===== src/hdl/smrc_cfg.svh =====
`ifndef SMRC_CFG_SVH
`define SMRC_CFG_SVH
`define SMRC_LONG_RECOVERY_CYCLES 4096
`define SMRC_SHORT_RECOVERY_CYCLES 32
`define SMRC_CNT_WIDTH 13
`endif


===== src/hdl/smrc_pkg.sv =====
package smrc_pkg;
  typedef enum logic [3:0] {
    SMRC_RUN = 4'b0001,
    SMRC_STOP = 4'b0010,
    SMRC_RECOVER = 4'b0100,
    SMRC_STACK = 4'b1000
  } smrc_state_t;
endpackage : smrc_pkg


===== src/hdl/smrc_sync.sv =====
`timescale 1ns/1ps
module smrc_sync #(
  parameter int WIDTH = 1
) (
  input wire logic clk_sys_i,
  input wire logic reset_n_i,
  input wire logic clk_en_i,
  input wire logic [WIDTH-1:0] async_i,
  output logic [WIDTH-1:0] sync_o
);
  logic [WIDTH-1:0] meta_r;
  logic [WIDTH-1:0] meta_nxt;
  logic [WIDTH-1:0] sync_r;
  logic [WIDTH-1:0] sync_nxt;

  always_comb begin
    meta_nxt = clk_en_i ? async_i : meta_r;
    sync_nxt = clk_en_i ? meta_r : sync_r;
  end

  always_ff @(posedge clk_sys_i or negedge reset_n_i) begin
    if (!reset_n_i) begin
      meta_r <= '0;
      sync_r <= '0;
    end else begin
      meta_r <= meta_nxt;
      sync_r <= sync_nxt;
    end
  end

  assign sync_o = sync_r;
endmodule : smrc_sync


===== src/hdl/smrc_ctrl.sv =====
`timescale 1ns/1ps
`include "smrc_cfg.svh"
// Functional notes
// - Stop entry clears counter, disables clocks
// - Module interrupt request leaves stop
// - Stacking starts after full recovery delay
// - Reset also ends stop mode
// - Gate base and crystal clock outputs
// - Delay 4096 cycles, or 32 if short
// - Break logic held inactive during stop
// - Stop leaves break registers unchanged
// - Exit event is reset OR interrupt OR break
module smrc_ctrl #(
  parameter int LONG_CYCLES = `SMRC_LONG_RECOVERY_CYCLES,
  parameter int SHORT_CYCLES = `SMRC_SHORT_RECOVERY_CYCLES,
  parameter int CNT_W = `SMRC_CNT_WIDTH
) (
  input wire logic clk_sys_i,
  input wire logic reset_n_i,
  input wire logic clk_en_i,
  input wire logic stop_req_i,
  input wire logic short_stop_recovery_select_i,
  input wire logic module_irq_i,
  input wire logic break_irq_i,
  input wire logic ext_reset_pin_n_i,
  input wire logic stack_done_i,
  output logic base_clock_en_o,
  output logic crystal_clock_en_o,
  output logic break_logic_en_o,
  output logic break_regs_hold_o,
  output logic low_power_exit_event_o,
  output logic stack_start_o,
  output logic in_stop_o,
  output smrc_pkg::smrc_state_t state_o
);
  import smrc_pkg::*;

  logic [1:0] async_sync;
  logic irq_s;
  logic rst_pin_n_s;
  smrc_state_t state_r;
  smrc_state_t state_nxt;
  logic [CNT_W-1:0] cnt_r;
  logic [CNT_W-1:0] cnt_nxt;
  logic short_r;
  logic short_nxt;
  logic clk_on_r;
  logic clk_on_nxt;
  logic stack_r;
  logic stack_nxt;
  logic [CNT_W-1:0] target;
  logic exit_event;

  // Interrupt and reset pin come from other domains
  smrc_sync #(
    .WIDTH(2)
  ) u_sync (
    .clk_sys_i(clk_sys_i),
    .reset_n_i(reset_n_i),
    .clk_en_i(clk_en_i),
    .async_i({module_irq_i, ext_reset_pin_n_i}),
    .sync_o(async_sync)
  );
  assign irq_s = async_sync[1];
  assign rst_pin_n_s = async_sync[0];

  assign exit_event = !rst_pin_n_s || irq_s || break_irq_i;
  // Last count value before clocks return; count starts at zero
  assign target = short_r ? CNT_W'(SHORT_CYCLES - 1) : CNT_W'(LONG_CYCLES - 1);

  always_comb begin
    state_nxt = state_r;
    cnt_nxt = cnt_r;
    short_nxt = short_r;
    clk_on_nxt = clk_on_r;
    // Pulse held while frozen so a low enable cannot swallow it
    stack_nxt = stack_r;
    if (clk_en_i) begin
      stack_nxt = 1'b0;
      unique case (state_r)
        SMRC_RUN: begin
          if (stop_req_i) begin
            state_nxt = SMRC_STOP;
            cnt_nxt = '0;
            clk_on_nxt = 1'b0;
            // Select latched at entry so a mid-stop change cannot shorten it
            short_nxt = short_stop_recovery_select_i;
          end
        end
        SMRC_STOP: begin
          cnt_nxt = '0;
          if (!rst_pin_n_s) begin
            state_nxt = SMRC_RUN;
            clk_on_nxt = 1'b1;
          end else if (exit_event) begin
            state_nxt = SMRC_RECOVER;
          end
        end
        SMRC_RECOVER: begin
          if (!rst_pin_n_s) begin
            state_nxt = SMRC_RUN;
            clk_on_nxt = 1'b1;
          end else if (cnt_r == target) begin
            state_nxt = SMRC_STACK;
            clk_on_nxt = 1'b1;
            stack_nxt = 1'b1;
          end else begin
            cnt_nxt = cnt_r + CNT_W'(1);
          end
        end
        SMRC_STACK: begin
          if (stack_done_i || !rst_pin_n_s) begin
            state_nxt = SMRC_RUN;
          end
        end
        default: begin
          state_nxt = SMRC_RUN;
          clk_on_nxt = 1'b1;
        end
      endcase
    end
  end

  always_ff @(posedge clk_sys_i or negedge reset_n_i) begin
    if (!reset_n_i) begin
      state_r <= SMRC_RUN;
      cnt_r <= '0;
      short_r <= 1'b0;
      clk_on_r <= 1'b1;
      stack_r <= 1'b0;
    end else begin
      state_r <= state_nxt;
      cnt_r <= cnt_nxt;
      short_r <= short_nxt;
      clk_on_r <= clk_on_nxt;
      stack_r <= stack_nxt;
    end
  end

  assign base_clock_en_o = clk_on_r;
  assign crystal_clock_en_o = clk_on_r;
  // Break logic frozen, not reset, so its registers survive stop
  assign break_logic_en_o = clk_on_r;
  assign break_regs_hold_o = !clk_on_r;
  assign low_power_exit_event_o = exit_event;
  assign stack_start_o = stack_r;
  assign in_stop_o = (state_r == SMRC_STOP) || (state_r == SMRC_RECOVER);
  assign state_o = state_r;
endmodule : smrc_ctrl


===== config.mk =====
export PLATFORM = sky130hd
export DESIGN_NAME = smrc_ctrl
export DESIGN_NICKNAME = d
export VERILOG_FILES = /design/src/hdl/smrc_pkg.sv /design/src/hdl/smrc_sync.sv /design/src/hdl/smrc_ctrl.sv
export VERILOG_INCLUDE_DIRS = /design/src /design/src/hdl
export SDC_FILE = /design/constraint.sdc
export NUM_CORES = 1
export LEC_CHECK = 0
export BUFFER_PORTS_ARGS = -buffer_cell sky130_fd_sc_hd__buf_2
export CELL_PAD_IN_SITES_DETAIL_PLACEMENT = 1
export CELL_PAD_IN_SITES_GLOBAL_PLACEMENT = 1
export CORE_UTILIZATION = 30
export CTS_CLUSTER_SIZE = 14
export DETAILED_ROUTE_END_ITERATION = 16
export PLACE_DENSITY_LB_ADDON = 0.1
export REMOVE_ABC_BUFFERS = 1
export SYNTH_ARGS = -nofsm -noshare
export SYNTH_HDL_FRONTEND = slang
export SYNTH_SLANG_ARGS = --single-unit

===== constraint.sdc =====
create_clock -name clk_sys_i -period 4.4 [get_ports clk_sys_i]
set_input_delay 0.22 -clock clk_sys_i [delete_from_list [all_inputs] [get_ports clk_sys_i]]
set_output_delay 0.22 -clock clk_sys_i [all_outputs]
set_load 0.05 [all_outputs]

==> results.ini, run 1 <==
[run_status]
outcome = finished, violations left
violations = design-rule violations

[sta]
hold_violations = 0
worstMarginPinSlew_ns = 0.797
maxSlewViolCount = 0
max_freq_mhz = 429
post-route-period-util_pct = 53.0
setup_viol = 0
skew_ns = 0.00214
relSlewSlack_pct = 46.5
period_needed_ns = 2.33
finalSetupTns_ns = 0
rsz0062_at_grt = no

[grt]
overflow = 0
grt_pass1_wl_mm = 6.13
first_global_vias = 1177
grt_max_degree = 25
grt_usage_pct = 15.3
antenna_found_initial = 0

[yosys]
synth_area_per_cell_um2 = 9.55
postSynthCellCount = 148
async_reset_ff_share_pct = 100
synth_largest_area_cell = dfrtp_1
synth_top_flop_cell = dfrtp_1
yosysSeqAreaShare_pct = 42.7
syn_area_um2 = 1410
yosysWarnings = 0
ys_types = 43
synth.area.top_cells = dfrtp_1, a31oi_1, mux2_2
synth_top_area_share_pct = 38.9
synth_edf_count = 0
synth-seq-cells = 24

[worst_hold_path]
worstHoldEndpoint = u_sync.meta_r[1]$_DFFE_PN0P_
hold_start = module_irq_i
holdPathStages = 2
min_path_type = in2reg

[finish]
seq_area_um2 = 603
multi_input_area_um2 = 729
drive_above_1_share_pct = 26.5
antenna_cells = 0
synthToLayoutAreaGrowth_pct = 13.5
final_nets = 173
fillers = 537

[drt]
ant_nets = 0
drc = 4
drtIter0Drc = 57
routedWlPerCell_um = 17.2
via_count = 1225
wl_mm = 3.69
via_per_inst = 5.72
dr.pass1.iters = 10

[pwr]
p_leak_nw = 0.675
irDropWorstVdd_uv = 194
power.total_mw = 0.816
power_density_nw_per_um2 = 509

[critical_path]
crit_path_max_fanout = 11
reg2reg_from = cnt_r[0]$_DFFE_PN0P_
critPathCaptureType = register
r2r_end = state_o[2]$_DFFE_PN0P_
worstSetupPathType = reg2reg
worstRegToRegCells = 6
critPathLaunchType = register
r2r_slack_ns = 2.07
crit_arrival_ns = 2.49
cp.required_ns = 4.56

[place]
dp_hpwl_mm = 2.65
gp_congestion = 0.832
port_buffers = 19

[clock_tree]
clockBufferDepth = 2
cts_hold_buf = 1
cts_resized = 0
path_clk_slew_ns = 0.09
cts-htree-levels = 1
insertion_delay_ns = 0.27
cts_tree = done
cts_inserted_buffers = 3
post_cts_buffers = 0
root_buffer = clkbuf_8
clkSinkCount = 24

[floorplanning]
die_x_um = 70.7
rows = 24
io_pins = 20
die-area_um2 = 4990
start_util_pct = 31.8
die_y_um = 70.7
core_um2 = 4440

[job]
maxCapViolCount = 0

report_power, final:
group | internal (mW) | switching [mW] | leakage [nW]
sequential | 0.253 | 0.0499 | 0.316
combinational | 0.101 | 0.215 | 0.323
clock | 0.122 | 0.0764 | 0.0357
cells in the mapped netlist, types with 2 or more instances:
cell and count:
mux2_2 7, o21a_1 3, a31oi_1 15, nand2_1 8, buf_4 2, nor2_1 9, nand2b_1 4, inv_1 6
nand3_1 8, nor3_1 4, a21oi_1 6, nand4_1 2, nor2_4 2, and3_1 3, o21ai_1 3, o21ai_0 9
dfstp_2 2, nor4_1 2, buf_2 7, nor3b_1 2, dfrtp_1 22
worst max-delay path by stage:
stage,startpoint,to,slack (ns),cells past startpoint
final,cnt_r[0]$_DFFE_PN0P_,state_o[2]$_DFFE_PN0P_,2.07,6
after global routing,cnt_r[0]$_DFFE_PN0P_,state_o[2]$_DFFE_PN0P_,1.85,6
after CTS,cnt_r[0]$_DFFE_PN0P_,state_o[2]$_DFFE_PN0P_,2.08,6
after detailed placement,cnt_r[0]$_DFFE_PN0P_,state_o[2]$_DFFE_PN0P_,2.09,6
after global placement,cnt_r[0]$_DFFE_PN0P_,state_o[2]$_DFFE_PN0P_,2.20,6
after floorplan,state_o[2]$_DFFE_PN0P_,cnt_r[7]$_DFFE_PN0P_,1.66,5
flip-flops by register name, indices dropped and copies added, names as in the netlist:
signal and cells:
base_clock_en_o 1, stack_start_o 1, cnt_r 13, u_sync.meta_r 2
state_o 4, short_r 1, u_sync.sync_o 2
cell usage in the layout, fill, tap and decap left out, types with 2 or more instances in the layout:
cell / netlist / routed
nand2_1: 8 / 8
nor4_1: 2 / 2
nand3_1: 8 / 8
dfrtp_1: 22 / 22
clkbuf_8: 0 / 3
nor3_1: 4 / 4
nor2_1: 9 / 9
mux2_2: 7 / 7
dfstp_2: 2 / 2
o21a_1: 3 / 3
nor3b_1: 2 / 2
nand2b_1: 4 / 4
o21ai_0: 9 / 9
inv_1: 6 / 6
nand4_1: 2 / 2
a21oi_1: 6 / 6
a31oi_1: 15 / 15
o21ai_1: 3 / 3
nor2_4: 2 / 2
buf_2: 7 / 19
and3_1: 3 / 3
layout make-up:
| class | instances | area share [%] |
|---|---|---|
| clock buffer | 3 | 2.57 |
| clock inverter | 1 | 1.87 |
| inverter | 6 | 1.40 |
| multi-input combinational | 107 | 45.5 |
| sequential | 24 | 37.6 |
| tap | 52 | 4.06 |
| timing repair buffer | 21 | 7.02 |
layer usage:
metal / vias to the layer above / wire, um / track usage [%]
met5: - / 0 / 0
met1: 629 / 1890 / 21.6
met3: 2 / 89 / 2.42
met2: 15 / 1700 / 25.1
met4: 0 / 13 / 2.67
li1: 579 / - / -
critical path: stages (launching register included):
cell,delay (ns)
dfrtp_1,0.39
ha_1,0.21
nand4_1,0.23
nor2_1,0.25
o21ai_1,0.33
a31oi_2,0.45
mux2_2,0.37
logic make-up (layout without fill, tap and decap cells):
kind of cell             count (synthesis)  after routing  share of synthesized area, %
multiplexers                             7              7                          5.58
adder cells (fa/ha/maj)                  1              1                         0.885
AO/OA/AOI/OAI                           45             45                          22.0
AND/OR/NAND/NOR                         53             53                          22.0
buffers and inverters                   17             31                          6.19
XOR/XNOR                                 1              1                         0.620
flip-flops                              24             24                          42.7
stage by stage:
| step | area [um^2] | worst slack [ns] | hold WS, ns | instances | utilization [%] |
|---|---|---|---|---|---|
| 5_1_grt | 1600 | 1.85 | 0.168 | 214 | 36.1 |
| 2_1_floorplan | 1350 | 1.66 | -0.0756 | 137 | - |
| 3_3_place_gp | 1520 | 2.20 | 0.244 | 209 | 34.3 |
| 3_5_place_dp | 1520 | 2.09 | 0.246 | 209 | 34.3 |
| 4_1_cts | 1600 | 2.08 | 0.174 | 214 | 36.1 |
| 6_report | 1600 | 2.07 | 0.179 | 214 | 36.1 |
(Power assumes the default switching activity.)
==> run 2: changes to the inputs <==
==> constraint.sdc (replaced) <==
create_clock -name clk_sys_i -period 2.3 [get_ports clk_sys_i]
set_input_delay 0.115 -clock clk_sys_i [delete_from_list [all_inputs] [get_ports clk_sys_i]]
set_output_delay 0.115 -clock clk_sys_i [all_outputs]
set_load 0.05 [all_outputs]
==> results.ini, run 2 (same netlist as run 1, synthesis figures left out) <==
[clock_tree]
clkSinkCount = 24  ; unchanged
cts_resized = 0  ; unchanged
clockBufferDepth = 2  ; unchanged
root_buffer = clkbuf_8  ; unchanged
path_clk_slew_ns = 0.09  ; about the same
cts_inserted_buffers = 3  ; unchanged
cts_tree = done  ; unchanged
insertion_delay_ns = 0.26  ; was 0.27 ns
cts-htree-levels = 1  ; unchanged

[drt]
drc = 4  ; unchanged
dr.pass1.iters = 10  ; unchanged
drtIter0Drc = 66  ; was 57
via_count = 1201  ; was 1225
routedWlPerCell_um = 16.6  ; was 17.2 um
via_per_inst = 5.43  ; was 5.72
wl_mm = 3.67  ; was 3.69 mm
ant_nets = 0  ; unchanged

[critical_path]
worstRegToRegCells = 5  ; was 6
worstSetupPathType = reg2reg  ; unchanged
r2r_slack_ns = 0.35  ; was 2.07 ns
slowest_delay_ns = 0.44  ; was 0.45 ns
r2r_end = state_o[2]$_DFFE_PN0P_  ; unchanged
critPathLaunch = cnt_r[9]$_DFFE_PN0P_  ; was cnt_r[0]$_DFFE_PN0P_
crit_arrival_ns = 2.11  ; was 2.49 ns
cp.required_ns = 2.46  ; was 4.56 ns
reg2reg_from = cnt_r[9]$_DFFE_PN0P_  ; was cnt_r[0]$_DFFE_PN0P_
endpoint = state_o[2]$_DFFE_PN0P_  ; unchanged
slowest_stage = dfrtp_1  ; was a31oi_2
crit_chain = nor4_1 -> and4b_1 -> o21ai_1 -> a31oi_2 -> mux2_2  ; was ha_1 -> nand4_1 -> nor2_1 -> o21ai_1 -> a31oi_2 -> mux2_2
critPathLaunchType = register  ; unchanged
crit_path_max_fanout = 6  ; was 11
critPathCaptureType = register  ; unchanged

[pwr]
irDropWorstVdd_uv = 352  ; was 194 uV
p_leak_nw = 0.709  ; was 0.675 nW
power_density_nw_per_um2 = 956  ; was 509 nW/um^2
power.total_mw = 1.58  ; was 0.816 mW

[floorplanning]
core_um2 = 4440  ; unchanged
die_x_um = 70.7  ; unchanged
die_y_um = 70.7  ; unchanged
start_util_pct = 31.8  ; unchanged
io_pins = 20  ; unchanged
die-area_um2 = 4990  ; unchanged
rows = 24  ; unchanged

[finish]
drive_above_1_share_pct = 29.6  ; was 26.5%
fillers = 527  ; was 537
final_nets = 180  ; was 173
regMostFlops = cnt_r  ; unchanged
largest_reg_flops = 13  ; unchanged
multi_input_area_um2 = 729  ; unchanged
antenna_cells = 0  ; unchanged
seq_area_um2 = 603  ; unchanged
final_cell_mix = dfrtp_1, buf_2, a31oi_1, nor2_1, o21ai_0  ; unchanged
layout_commonest_cell = dfrtp_1  ; unchanged
synthToLayoutAreaGrowth_pct = 17.2  ; was 13.5%

[place]
port_buffers = 19  ; unchanged
gp_congestion = 0.855  ; was 0.832
pre_cts_ws_ns = 0.339  ; was 2.09 ns
dp_hpwl_mm = 2.79  ; was 2.65 mm

[sta]
post-route-period-util_pct = 84.8  ; was 53.0%
worst_slack_ns = 0.349  ; was 2.07 ns
rsz0062_at_grt = no  ; unchanged
relSlewSlack_pct = 62.8  ; was 46.5%
maxSlewViolCount = 0  ; unchanged
worstMarginPinSlew_ns = 0.558  ; was 0.797 ns
max_freq_mhz = 513  ; was 429 MHz
skew_ns = 0.00211  ; was 0.00214 ns
period_needed_ns = 1.95  ; was 2.33 ns
holdWs_ns = 0.0774  ; was 0.179 ns
finalSetupTns_ns = 0  ; unchanged
setup_viol = 0  ; unchanged
hold_violations = 0  ; unchanged

[grt]
antenna_found_initial = 0  ; unchanged
grt_usage_pct = 16.3  ; was 15.3%
use_met3_pct = 3.42  ; was 2.42%
first_global_vias = 1277  ; was 1177
grt_pass1_wl_mm = 6.37  ; was 6.13 mm
top_usage_layer = met2  ; unchanged
grtUsageMet2_pct = 25.1  ; unchanged
overflow = 0  ; unchanged
met1_usage_pct = 23.4  ; was 21.6%
grt_max_degree = 25  ; unchanged

[worst_hold_path]
min_path_type = in2reg  ; unchanged
hold_start = module_irq_i  ; unchanged

[run_status]
violations = design-rule violations  ; unchanged
outcome = finished, violations left  ; unchanged

[job]
maxCapViolCount = 0  ; unchanged

run 2: changes by cell type in the layout (fill, tap and decap cells not counted):
cell / before / now
buf_4: 1 / 8
run 2: critical path, delay by kind of cell, from the launching register on:
family,cells,cell delay [ns]
AOI/OAI and AO/OA,2,0.49
DFF,1,0.44
and+or+nand+nor,2,0.54
muxes,1,0.37
run 2: final cells by class:
cell class	instances	area share, %
timing repair buffer	28	9.97
sequential	24	36.4
clock inverter	1	1.81
tap	52	3.93
clock buffer	3	2.49
multi-input combinational	107	44.0
inverter	6	1.36
run 2: worst min path at each step:
stage                                        end  slack [ns]  cells after the start
floorplan                   cnt_r[0]$_DFFE_PN0P_       -0.18                      0
detailed placement        state_o[3]$_DFFE_PN0P_        0.15                      1
CTS                 u_sync.meta_r[0]$_DFFE_PN0P_        0.06                      2
finish              u_sync.meta_r[1]$_DFFE_PN0P_        0.08                      2
global placement          state_o[1]$_DFFE_PN0P_        0.13                      1
global route        u_sync.meta_r[1]$_DFFE_PN0P_        0.07                      2
run 2: repair_timing:
item,4_1_cts,5_1_grt
hold buffers,1,0
buffers inserted,0,0
hold endpoints to repair,22,0
run 2: layer usage:
layer / vias up / routed length (um)
li1: 591 / -
met1: 591 / 1910
met2: 15 / 1630
met3: 4 / 89
met4: 0 / 41
met5: - / 0
run 2: power by group:
part	switching [mW]	internal, mW
Clock	0.136	0.233
Combinational	0.455	0.218
Sequential	0.0589	0.483
run 2: per-stage QoR:
| step | utilization [%] | cells | instance area (um^2) |
|---|---|---|---|
| floorplan | - | 137 | 1350 |
| global placement | 35.4 | 216 | 1580 |
| detailed placement | 35.4 | 216 | 1580 |
| CTS | 37.3 | 221 | 1660 |
| global route | 37.3 | 221 | 1660 |
| finish | 37.3 | 221 | 1660 |
